==> config.mk <==
export PLATFORM = sky130hd
export DESIGN_NAME = epiw_top
export DESIGN_NICKNAME = d
export VERILOG_FILES = /design/src/hdl/epiw_pkg.sv /design/src/hdl/epiw_sync.sv /design/src/hdl/epiw_top.sv
export SDC_FILE = /design/constraint.sdc
export NUM_CORES = 1
export LEC_CHECK = 0
export BUFFER_PORTS_ARGS = -buffer_cell sky130_fd_sc_hd__buf_2
export CORE_UTILIZATION = 37
export CTS_CLUSTER_SIZE = 10
export DETAILED_ROUTE_END_ITERATION = 12
export PLACE_DENSITY_LB_ADDON = 0.05
export SYNTH_ARGS = -nofsm -noshare
export SYNTH_HDL_FRONTEND = slang
export SYNTH_SLANG_ARGS = --single-unit
==> constraint.sdc <==
create_clock -name CLK_SYS -period 3.6 [get_ports CLK_SYS]
set_input_delay 0.18 -clock CLK_SYS [delete_from_list [all_inputs] [get_ports CLK_SYS]]
set_output_delay 0.18 -clock CLK_SYS [all_outputs]
set_load 0.01 [all_outputs]
==> src/hdl/epiw_pkg.sv <==
// Constants, register map and carrier types of the external pin interrupt and wake block.
package epiw_pkg;

  localparam int unsigned CLK_MHZ = 10;
  localparam int unsigned STARTUP_TIME_NS = 600;
  localparam int unsigned STARTUP_CYC = (STARTUP_TIME_NS * CLK_MHZ + 999) / 1000;
  localparam logic [3:0] STARTUP_LAST = 4'(STARTUP_CYC - 1);
  localparam logic [3:0] STARTUP_ZERO = 4'h0;
  localparam logic [3:0] STARTUP_ONE = 4'h1;

  localparam int unsigned NUM_PC = 6;

  localparam logic [7:0] OFS_SENSE_CTRL = 8'h00;
  localparam logic [7:0] OFS_EXT_INT_MASK = 8'h04;
  localparam logic [7:0] OFS_PC_MASK = 8'h08;
  localparam logic [7:0] OFS_FLAGS = 8'h0c;
  localparam logic [7:0] OFS_STATUS = 8'h10;

  localparam logic [7:0] RST_SENSE_CTRL = 8'h00;
  localparam logic [5:0] RST_PC_MASK = 6'h00;

  localparam int SENSE_LSB = 0;
  localparam int SMODE_LSB = 3;
  localparam int SLEEP_EN_BIT = 5;
  localparam int MASK_DED_BIT = 6;
  localparam int MASK_PC_BIT = 5;
  localparam int FLAG_DED_BIT = 0;
  localparam int FLAG_PC_BIT = 1;
  localparam int STAT_PC_LSB = 1;
  localparam int STAT_SLEEP_BIT = 7;
  localparam int STAT_CLAMP_BIT = 8;

  localparam logic [1:0] SENSE_LOW = 2'h0;
  localparam logic [1:0] SENSE_ANY = 2'h1;
  localparam logic [1:0] SENSE_FALL = 2'h2;
  localparam logic [1:0] SENSE_RISE = 2'h3;

  localparam logic [1:0] MODE_IDLE = 2'h0;
  localparam logic [1:0] MODE_NOISE = 2'h1;
  localparam logic [1:0] MODE_PDOWN = 2'h2;

  typedef enum logic [2:0] {
    ST_ACTIVE,
    ST_ENTER,
    ST_SLEEP,
    ST_STARTUP,
    ST_RESUME
  } epiw_state_t;

  typedef struct packed {
    logic cpu;
    logic io;
    logic adc;
    logic per;
    logic osc;
  } epiw_clk_en_t;

  typedef struct packed {
    logic mem_ready;
    logic serial_start;
    logic converter;
    logic watchdog;
    logic other_io;
  } epiw_wake_src_t;

endpackage

==> src/hdl/epiw_sync.sv <==
// Two-stage synchroniser for levels arriving from outside the clock domain.
`timescale 1ns/1ps
module epiw_sync #(
  parameter int W = 1
) (
  input wire logic CLK_SYS,
  input wire logic RESET_N,
  input wire logic [W-1:0] D,
  output logic [W-1:0] Q
);

  logic [W-1:0] meta_ff;
  logic [W-1:0] nxt_meta;
  logic [W-1:0] nxt_q;

  always_comb begin
    nxt_meta = D;
    nxt_q = meta_ff;
  end

  always_ff @(posedge CLK_SYS or negedge RESET_N) begin
    if (!RESET_N) begin
      meta_ff <= '0;
      Q <= '0;
    end else begin
      meta_ff <= nxt_meta;
      Q <= nxt_q;
    end
  end

endmodule

==> src/hdl/epiw_top.sv <==
// External pin interrupt, pin-change detection, sleep sequencing and input clamp control.
`timescale 1ns/1ps
// Functional notes
// - Two sense bits pick low level, any change, falling or rising edge.
// - A toggle on any unmasked pin-change input raises the pin-change request.
// - Detection watches the pad level, so pins driven as outputs still trigger.
// - Pin-change detection needs no I/O clock and wakes from every sleep mode.
// - Enabled low-level mode keeps the request asserted while the pin stays low.
// - Edges are detected only while the I/O clock runs; low level always.
// - A low level that vanishes during start-up wakes but gives no interrupt.
// - Dedicated interrupt needs both global enable and its own mask bit.
// - The pin is synchronised before edge detection; one-cycle pulses suffice.
// - Deep sleep modes clamp digital inputs to ground.
// - The clamp is lifted on pins whose interrupt is enabled.
// - A high disabled edge pin sets its flag on resume from clamping sleep.
// - Each sleep mode accepts only its own set of wake-up sources.
// - Each sleep mode keeps only its own set of clocks running.
// - Mask register bit 6 enables the dedicated pin, bit 5 pin change.
// - Sleep mode select: 00 idle, 01 noise reduction, 10 power-down.
module epiw_top
  import epiw_pkg::*;
(
  input wire logic CLK_SYS,
  input wire logic RESET_N,
  input wire logic WB_CYC_I,
  input wire logic WB_STB_I,
  input wire logic WB_WE_I,
  input wire logic [7:0] WB_ADR_I,
  input wire logic [3:0] WB_SEL_I,
  input wire logic [31:0] WB_DAT_I,
  output logic [31:0] WB_DAT_O,
  output logic WB_ACK_O,
  input wire logic DEDICATED_INT_PIN,
  input wire logic [5:0] PIN_CHANGE_INPUTS,
  input wire logic GLOBAL_INT_ENABLE,
  input wire logic SLEEP_CMD,
  input wire logic ACK_DEDICATED,
  input wire logic ACK_PIN_CHANGE,
  input wire epiw_wake_src_t WAKE_SRC,
  output logic IRQ_DEDICATED,
  output logic IRQ_PIN_CHANGE,
  output epiw_clk_en_t CLK_EN,
  output logic SLEEPING,
  output logic DED_CLAMP,
  output logic [5:0] PC_CLAMP
);

  logic [6:0] pins_sync;
  logic ded_eff;
  logic [5:0] pc_eff;

  epiw_sync #(
    .W(7)
  ) u_sync (
    .CLK_SYS(CLK_SYS),
    .RESET_N(RESET_N),
    .D({PIN_CHANGE_INPUTS, DEDICATED_INT_PIN}),
    .Q(pins_sync)
  );

  // Pad levels are read whatever the pin direction; the clamp forces them low.
  assign ded_eff = pins_sync[0] & ~DED_CLAMP;
  assign pc_eff = pins_sync[6:1] & ~PC_CLAMP;

  logic [7:0] ctrl_ff;
  logic mask_ded_ff;
  logic mask_pc_ff;
  logic [5:0] pc_mask_ff;
  logic [7:0] nxt_ctrl;
  logic nxt_mask_ded;
  logic nxt_mask_pc;
  logic [5:0] nxt_pc_mask;
  logic [31:0] nxt_dat;
  logic nxt_ack;
  logic bus_hit;
  logic bus_wr;
  logic sw_clr_ded;
  logic sw_clr_pc;

  logic [1:0] sense;
  logic [1:0] smode;
  logic deep;

  assign sense = ctrl_ff[SENSE_LSB +: 2];
  assign smode = ctrl_ff[SMODE_LSB +: 2];
  assign deep = smode[1];

  epiw_state_t st_ff;
  epiw_state_t st_nxt;
  logic [3:0] su_cnt_ff;
  logic [3:0] nxt_su_cnt;
  logic ded_prev_ff;
  logic nxt_ded_prev;
  logic [5:0] pc_prev_ff;
  logic [5:0] nxt_pc_prev;
  logic ded_flag_ff;
  logic nxt_ded_flag;
  logic pc_flag_ff;
  logic nxt_pc_flag;
  logic ded_edge;
  logic pc_change;
  logic level_low;
  logic wake;
  epiw_clk_en_t nxt_clk_en;
  logic nxt_sleeping;
  logic nxt_ded_clamp;
  logic [5:0] nxt_pc_clamp;
  logic nxt_irq_ded;
  logic nxt_irq_pc;
  logic clamp_state;

  // Register file over a classic Wishbone slave answering one cycle after the request.
  always_comb begin
    bus_hit = WB_CYC_I & WB_STB_I & ~WB_ACK_O;
    bus_wr = bus_hit & WB_WE_I & WB_SEL_I[0];
    nxt_ack = bus_hit;
    nxt_ctrl = ctrl_ff;
    nxt_mask_ded = mask_ded_ff;
    nxt_mask_pc = mask_pc_ff;
    nxt_pc_mask = pc_mask_ff;
    sw_clr_ded = 1'b0;
    sw_clr_pc = 1'b0;
    nxt_dat = '0;
    if (WB_ADR_I == OFS_SENSE_CTRL) begin
      nxt_dat[7:0] = ctrl_ff;
      if (bus_wr) begin
        nxt_ctrl = WB_DAT_I[7:0];
      end
    end else if (WB_ADR_I == OFS_EXT_INT_MASK) begin
      nxt_dat[MASK_DED_BIT] = mask_ded_ff;
      nxt_dat[MASK_PC_BIT] = mask_pc_ff;
      if (bus_wr) begin
        nxt_mask_ded = WB_DAT_I[MASK_DED_BIT];
        nxt_mask_pc = WB_DAT_I[MASK_PC_BIT];
      end
    end else if (WB_ADR_I == OFS_PC_MASK) begin
      nxt_dat[5:0] = pc_mask_ff;
      if (bus_wr) begin
        nxt_pc_mask = WB_DAT_I[5:0];
      end
    end else if (WB_ADR_I == OFS_FLAGS) begin
      nxt_dat[FLAG_DED_BIT] = ded_flag_ff;
      nxt_dat[FLAG_PC_BIT] = pc_flag_ff;
      sw_clr_ded = bus_wr & WB_DAT_I[FLAG_DED_BIT];
      sw_clr_pc = bus_wr & WB_DAT_I[FLAG_PC_BIT];
    end else if (WB_ADR_I == OFS_STATUS) begin
      nxt_dat[0] = ded_eff;
      nxt_dat[STAT_PC_LSB +: 6] = pc_eff;
      nxt_dat[STAT_SLEEP_BIT] = SLEEPING;
      nxt_dat[STAT_CLAMP_BIT] = clamp_state;
    end
    if (!bus_hit || WB_WE_I) begin
      nxt_dat = '0;
    end
  end

  always_ff @(posedge CLK_SYS or negedge RESET_N) begin
    if (!RESET_N) begin
      ctrl_ff <= RST_SENSE_CTRL;
      mask_ded_ff <= 1'b0;
      mask_pc_ff <= 1'b0;
      pc_mask_ff <= RST_PC_MASK;
      WB_DAT_O <= '0;
      WB_ACK_O <= 1'b0;
    end else begin
      ctrl_ff <= nxt_ctrl;
      mask_ded_ff <= nxt_mask_ded;
      mask_pc_ff <= nxt_mask_pc;
      pc_mask_ff <= nxt_pc_mask;
      WB_DAT_O <= nxt_dat;
      WB_ACK_O <= nxt_ack;
    end
  end

  // Event detection, pending flags, sleep sequencing, clocks, clamps and requests.
  always_comb begin
    nxt_ded_prev = CLK_EN.io ? ded_eff : ded_prev_ff;
    ded_edge = 1'b0;
    if (CLK_EN.io) begin
      case (sense)
        SENSE_ANY: ded_edge = ded_eff ^ ded_prev_ff;
        SENSE_FALL: ded_edge = ded_prev_ff & ~ded_eff;
        SENSE_RISE: ded_edge = ~ded_prev_ff & ded_eff;
        default: ded_edge = 1'b0;
      endcase
    end
    nxt_pc_prev = pc_eff;
    pc_change = |((pc_eff ^ pc_prev_ff) & pc_mask_ff);
    // A new event wins over a clear in the same cycle.
    nxt_ded_flag = (ded_flag_ff & ~(ACK_DEDICATED | sw_clr_ded)) | ded_edge;
    nxt_pc_flag = (pc_flag_ff & ~(ACK_PIN_CHANGE | sw_clr_pc)) | pc_change;
    level_low = mask_ded_ff & (sense == SENSE_LOW) & ~ded_eff;
    wake = level_low | (mask_pc_ff & pc_flag_ff);
    case (smode)
      MODE_IDLE: wake = wake | (mask_ded_ff & ded_flag_ff) | (|WAKE_SRC);
      MODE_NOISE: wake = wake | WAKE_SRC.mem_ready | WAKE_SRC.serial_start
        | WAKE_SRC.converter | WAKE_SRC.watchdog;
      default: wake = wake | WAKE_SRC.serial_start | WAKE_SRC.watchdog;
    endcase
    st_nxt = st_ff;
    nxt_su_cnt = su_cnt_ff;
    case (st_ff)
      ST_ACTIVE: begin
        if (SLEEP_CMD && ctrl_ff[SLEEP_EN_BIT]) begin
          st_nxt = ST_ENTER;
        end
      end
      ST_ENTER: begin
        st_nxt = ST_SLEEP;
      end
      ST_SLEEP: begin
        if (wake) begin
          st_nxt = deep ? ST_STARTUP : ST_RESUME;
          nxt_su_cnt = STARTUP_ZERO;
        end
      end
      ST_STARTUP: begin
        if (su_cnt_ff == STARTUP_LAST) begin
          st_nxt = ST_RESUME;
        end else begin
          nxt_su_cnt = su_cnt_ff + STARTUP_ONE;
        end
      end
      default: begin
        st_nxt = ST_ACTIVE;
      end
    endcase
    nxt_clk_en = '0;
    case (st_nxt)
      ST_ACTIVE: nxt_clk_en = '1;
      ST_ENTER, ST_RESUME: begin
        nxt_clk_en = '1;
        nxt_clk_en.cpu = 1'b0;
      end
      ST_SLEEP: begin
        nxt_clk_en.io = (smode == MODE_IDLE);
        nxt_clk_en.per = (smode == MODE_IDLE);
        nxt_clk_en.adc = ~deep;
        nxt_clk_en.osc = ~deep;
      end
      default: nxt_clk_en.osc = 1'b1;
    endcase
    nxt_sleeping = (st_nxt != ST_ACTIVE);
    // The clamp spans the cycle before and after deep sleep so its edges are seen.
    clamp_state = deep & (st_nxt != ST_ACTIVE);
    nxt_ded_clamp = clamp_state & ~mask_ded_ff;
    nxt_pc_clamp = {NUM_PC{clamp_state}} & ~({NUM_PC{mask_pc_ff}} & pc_mask_ff);
    nxt_irq_ded = GLOBAL_INT_ENABLE & mask_ded_ff & (st_ff == ST_ACTIVE)
      & ((sense == SENSE_LOW) ? ~ded_eff : ded_flag_ff);
    nxt_irq_pc = GLOBAL_INT_ENABLE & mask_pc_ff & (st_ff == ST_ACTIVE) & pc_flag_ff;
  end

  always_ff @(posedge CLK_SYS or negedge RESET_N) begin
    if (!RESET_N) begin
      st_ff <= ST_ACTIVE;
      su_cnt_ff <= STARTUP_ZERO;
      ded_prev_ff <= 1'b0;
      pc_prev_ff <= '0;
      ded_flag_ff <= 1'b0;
      pc_flag_ff <= 1'b0;
      CLK_EN <= '1;
      SLEEPING <= 1'b0;
      DED_CLAMP <= 1'b0;
      PC_CLAMP <= '0;
      IRQ_DEDICATED <= 1'b0;
      IRQ_PIN_CHANGE <= 1'b0;
    end else begin
      st_ff <= st_nxt;
      su_cnt_ff <= nxt_su_cnt;
      ded_prev_ff <= nxt_ded_prev;
      pc_prev_ff <= nxt_pc_prev;
      ded_flag_ff <= nxt_ded_flag;
      pc_flag_ff <= nxt_pc_flag;
      CLK_EN <= nxt_clk_en;
      SLEEPING <= nxt_sleeping;
      DED_CLAMP <= nxt_ded_clamp;
      PC_CLAMP <= nxt_pc_clamp;
      IRQ_DEDICATED <= nxt_irq_ded;
      IRQ_PIN_CHANGE <= nxt_irq_pc;
    end
  end

  a_low_level_req: assert property (@(posedge CLK_SYS) disable iff (!RESET_N)
    (GLOBAL_INT_ENABLE && mask_ded_ff && sense == SENSE_LOW && !ded_eff
     && st_ff == ST_ACTIVE) |=> IRQ_DEDICATED)
    else $error("Low level did not hold the dedicated request.");

  a_global_gate: assert property (@(posedge CLK_SYS) disable iff (!RESET_N)
    (!GLOBAL_INT_ENABLE || !mask_ded_ff) |=> !IRQ_DEDICATED)
    else $error("Dedicated request raised without both enables.");

  a_pc_change_set: assert property (@(posedge CLK_SYS) disable iff (!RESET_N)
    (|((pc_eff ^ pc_prev_ff) & pc_mask_ff)) |=> pc_flag_ff)
    else $error("Unmasked pin toggle did not set the pin-change flag.");

  a_pc_masked_quiet: assert property (@(posedge CLK_SYS) disable iff (!RESET_N)
    $rose(pc_flag_ff) |-> $past(|((pc_eff ^ pc_prev_ff) & pc_mask_ff)))
    else $error("Pin-change flag set without an unmasked toggle.");

  a_edge_needs_io: assert property (@(posedge CLK_SYS) disable iff (!RESET_N)
    (!CLK_EN.io && !ded_flag_ff) |=> !ded_flag_ff)
    else $error("Edge flag set while the I/O clock was stopped.");

  a_clamp_deep: assert property (@(posedge CLK_SYS) disable iff (!RESET_N)
    (st_nxt == ST_SLEEP && deep && !mask_ded_ff) |=> DED_CLAMP)
    else $error("Dedicated input not clamped in deep sleep.");

  a_clamp_override: assert property (@(posedge CLK_SYS) disable iff (!RESET_N)
    mask_ded_ff |=> !DED_CLAMP)
    else $error("Clamp applied to an enabled interrupt pin.");

  a_pdown_clocks: assert property (@(posedge CLK_SYS) disable iff (!RESET_N)
    (st_nxt == ST_SLEEP && smode == MODE_PDOWN) |=> (CLK_EN == '0) ##1 !CLK_EN.cpu)
    else $error("A clock ran during power-down.");

  a_startup_no_irq: assert property (@(posedge CLK_SYS) disable iff (!RESET_N)
    (st_ff == ST_STARTUP && sense == SENSE_LOW) |=> !IRQ_DEDICATED)
    else $error("Level request raised during start-up.");

  a_sense_rise: assert property (@(posedge CLK_SYS) disable iff (!RESET_N)
    (CLK_EN.io && sense == SENSE_RISE && !ded_prev_ff && ded_eff) |=> ded_flag_ff)
    else $error("Rising edge missed in rising-edge mode.");

  a_wb_ack_once: assert property (@(posedge CLK_SYS) disable iff (!RESET_N)
    (WB_CYC_I && WB_STB_I && !WB_ACK_O) |=> WB_ACK_O ##1 !WB_ACK_O)
    else $error("Bus acknowledge not a single cycle after the request.");

  a_startup_span: assert property (@(posedge CLK_SYS) disable iff (!RESET_N)
    (st_ff == ST_SLEEP && st_nxt == ST_STARTUP) |=> (st_ff == ST_STARTUP) [*6]
    ##1 (st_ff == ST_RESUME))
    else $error("Start-up wait did not last its full count.");

  a_ack_clears: assert property (@(posedge CLK_SYS) disable iff (!RESET_N)
    (ACK_DEDICATED && !ded_edge) |=> !ded_flag_ff)
    else $error("Acknowledge did not clear the dedicated flag.");

  a_irq_sleep_quiet: assert property (@(posedge CLK_SYS) disable iff (!RESET_N)
    (st_ff != ST_ACTIVE) |=> (!IRQ_DEDICATED && !IRQ_PIN_CHANGE))
    else $error("Request raised while the core was not running.");

  a_pc_clamp_lift: assert property (@(posedge CLK_SYS) disable iff (!RESET_N)
    mask_pc_ff |=> ((PC_CLAMP & $past(pc_mask_ff)) == 6'h00))
    else $error("Clamp applied to an enabled pin-change input.");

  a_noise_clocks: assert property (@(posedge CLK_SYS) disable iff (!RESET_N)
    (st_nxt == ST_SLEEP && smode == MODE_NOISE)
    |=> (CLK_EN.adc && CLK_EN.osc && !CLK_EN.io && !CLK_EN.per && !CLK_EN.cpu))
    else $error("Wrong clocks running in noise-reduction sleep.");

endmodule

==> summary.txt <==
SYNTH
--------------------------------------------------------------------------------------
Ys async rst share                                                                1.00
Flip-flop and latch count after synthesis                                           70
Sequential fraction of the synthesis area                                        0.532
Most used flip-flop cell after synthesis                                       dfrtp_1
Count of different cell masters after synthesis                                     57
Number of instances in the synthesized netlist                                     290
Number of flops mapped to enable cells by yosys                                      0
Number of synthesis warnings                                                         0
Average instance area after synthesis                                         11.4 um2
Cell area after synthesis                                                  0.00330 mm2

ROUTE
--------------------------------------------------------------------------------------
Final Routed Wirelength                                                        7.41 mm
DRC violation count after routing                                                    0
Starting DRC count in detailed routing                                             115
Number of iterations in the first detailed-routing pass                              4
Post-DR wirelength/cell                                                        15.8 um
Routed Antenna Nets                                                                  0
Number of vias in the routed layout                                               2310
Via density per instance                                                          4.91

MIN PATH
--------------------------------------------------------------------------------------
Worst hold path type                                                          in2async

FLOORPLAN
--------------------------------------------------------------------------------------
Width of the chip                                                              96.5 um
Std cell rows                                                                       34
Die ar.                                                                    0.00930 mm2
Die Span Y                                                                     96.5 um
Initial cell density of the core                                                 0.380
Top-Level Pins                                                                     113
Placeable core region                                                      0.00868 mm2

GLOBAL ROUTING
--------------------------------------------------------------------------------------
First-pass GRT wire length                                                     11.5 mm
Overflow after GRT                                                                   0
Antenna violations before repair                                                     0
Global-route track usage on met1                                                 0.243
Layer with the highest usage after global routing                                 met2
Total track usage                                                                0.174
Number of global-route vias before repair                                         2173
Met3 track utilization from global routing                                      0.0524
Maximum number of pins on one net before global-route repair                        71
Met2 usage in global routing                                                     0.258

CLOCKING
--------------------------------------------------------------------------------------
Number of buffers added to fix hold violations after cts                             7
Clock latency on the worst-skew pair                                            350 ps
TritonCTS Buffers                                                                    9
PostCTS Resize Cnt                                                                   0
Clock slew at the register clock pins of the worst setup and hold paths          80 ps
Clock buffer depth                                                                   2
Setup fix buffers added after clock tree synthesis                                   0
CTS tree                                                                          done
Cell at the root of the clock tree                                            clkbuf_8
Number of clock sinks seen by CTS                                                   70
CTS H-tree depth                                                                     3

SETUP PATH
--------------------------------------------------------------------------------------
Worst-case register-to-register setup slack                                    1200 ps
Critical path class                                                            reg2reg
Worst endpoint data arrival time                                               2610 ps
Required @ worst endpoint                                                      3810 ps
Critical path endpoint category                                               register
Critical Path Source Type                                                     register
Largest driver fanout on the critical path                                          15

STA
--------------------------------------------------------------------------------------
Peak clock frequency supported by timing                                     0.416 GHz
Measured slew at the worst slew-check pin                                       869 ps
Slew headroom                                                                    0.420
Setup Viol. Count Final                                                              0
Hold Slack                                                                     40.6 ps
Shortest clock period the worst path allows after layout                       2400 ps
Unrepaired setup endpoints after global routing                                  false
Final hold viol count                                                                0
Setup Skew                                                                     9.60 ps
Summed negative setup slack over all endpoints                                    0 ps
Number of pins with negative max-slew slack in the final report                      0
Min setup slack post-route                                                     1200 ps
Final critical-path share of the clock period                                    0.667

JOB
--------------------------------------------------------------------------------------
Max-cap check violation count                                                        0

PWR
--------------------------------------------------------------------------------------
PwrDens                                                                     418 mW/mm2
Design Power                                                                 0.00164 W
Standby leakage power                                                          1.89 nW
Worst ir drop on vdd                                                          0.179 mV

RUN STATUS
--------------------------------------------------------------------------------------
Result of the run                                                         complete, no violations

FINISH
--------------------------------------------------------------------------------------
Number of fill cells                                                               853
Relative area change from synthesis to final layout                              18.4%
Number of antenna diodes                                                             0
Area occupied by multi-input gates                                         0.00134 mm2
Share of cells above drive strength 1                                            0.312
Fin nets                                                                           426
Post-layout instance count excluding filler cells                                  470
Area taken by flip-flops and latches                                       0.00176 mm2

PLACED DESIGN
--------------------------------------------------------------------------------------
Port bufs                                                                           62
DPL Wire Length                                                                5.21 mm
Placed Cells                                                                       447
Post-Place Setup Slack                                                         1200 ps
Routability cong.                                                                0.873

sequential cells by signal, indices dropped and copies added, names as in the netlist, 3 cells and up:
name and cells:
u_sync.Q 7, u_sync.meta_ff 7, CLK_EN 4, st_ff 3, pc_prev_ff 6, su_cnt_ff 4, WB_DAT_O 9, ctrl_ff 8
pc_mask_ff 6, PC_CLAMP 6
path summary, 6_finish.rpt:
kind                              startpoint            to  depth (start not counted)
max                               ctrl_ff[4]      SLEEPING                          5
min                                  RESET_N    ctrl_ff[0]                          2
max reg2reg                       ctrl_ff[4]      SLEEPING                          5
min reg2reg                u_sync.meta_ff[1]   u_sync.Q[1]                          0
max in group asynchronous            RESET_N  su_cnt_ff[1]                          2
min in group CLK_SYS             WB_DAT_I[7]    ctrl_ff[7]                          2
kinds of logic (layout without fill, tap and decap cells):
logic type,count (synthesis),after routing,share of synthesized area
and+or+nand+nor,84,84,0.143
DFF,70,70,0.532
AOI/OAI and AO/OA,50,50,0.111
buffers and inverters,49,99,0.0860
muxes,26,26,0.0952
xor gates and xnor gates,6,6,0.0159
adders and majority gates,4,4,0.0152
other,1,23,0.00114
cells in the final DEF (no fill, tap or decap), drive strengths merged, types with 8 or more instances in the layout:
cell | netlist | layout
a31oi | 11 | 11
buf | 28 | 64
clkbuf | 9 | 11
conb | 1 | 23
dfrtp | 66 | 66
inv | 12 | 12
mux2 | 19 | 19
nand2 | 22 | 22
nor2 | 12 | 12
nor2b | 8 | 8
per-layer routing:
layer | share of wire | vias up
met5 | 0 | -
met4 | 0.0096 | 0
met3 | 0.059 | 7
met2 | 0.46 | 85
met1 | 0.48 | 1099
li1 | - | 1119
final cells by class:
type / instances / area share
Timing Repair Buffer: 71 / 0.101
Clock inverter: 5 / 0.0208
Sequential cell: 70 / 0.450
Clock buffer: 11 / 0.0387
Inverter: 12 / 0.0115
Multi-Input combinational cell: 193 / 0.344
Tap cell: 108 / 0.0346
worst max-delay path, stage by stage (launching register included):
cell and delay, ps:
dfrtp_1 550, nor2_1 290, o31a_1 210, a311o_1 360
inv_1 170, or4b_2 690
metrics by stage:
step | area [um2] | utilization
final | 3910 | 0.450
after global routing | 3910 | 0.450
after CTS | 3910 | 0.450
after detailed placement | 3600 | 0.415
after global placement | 3600 | 0.415
after floorplan | 3380 | -
power breakdown:
part           switching [W]  total [W]  leakage (nW)  internal (W)
Sequential        0.00000749   0.000808         0.904      0.000801
Clock               0.000297   0.000725         0.116      0.000428
Combinational      0.0000618   0.000102         0.873     0.0000398
Total               0.000367    0.00164          1.89       0.00127
synth_stat cells (4+ instances only):
library cell,instances,area (um2)
xor2_1,5,43.8
dfrtp_1,66,1650
o21ai_0,7,35.0
mux2_2,11,124
nand3_1,5,25.0
nor2_1,12,45.0
nand2_1,22,82.6
nor2b_1,8,50.1
buf_4,24,180
mux2_4,8,120
ha_1,4,50.1
a31oi_1,11,68.8
a21oi_1,4,20.0
a22oi_1,4,30.0
dfstp_2,4,105
mux2i_1,7,70.1
clkbuf_1,9,33.8
inv_1,12,45.0
nor3_1,7,35.0
No activity file was read; power rests on OpenSTA's default activity.
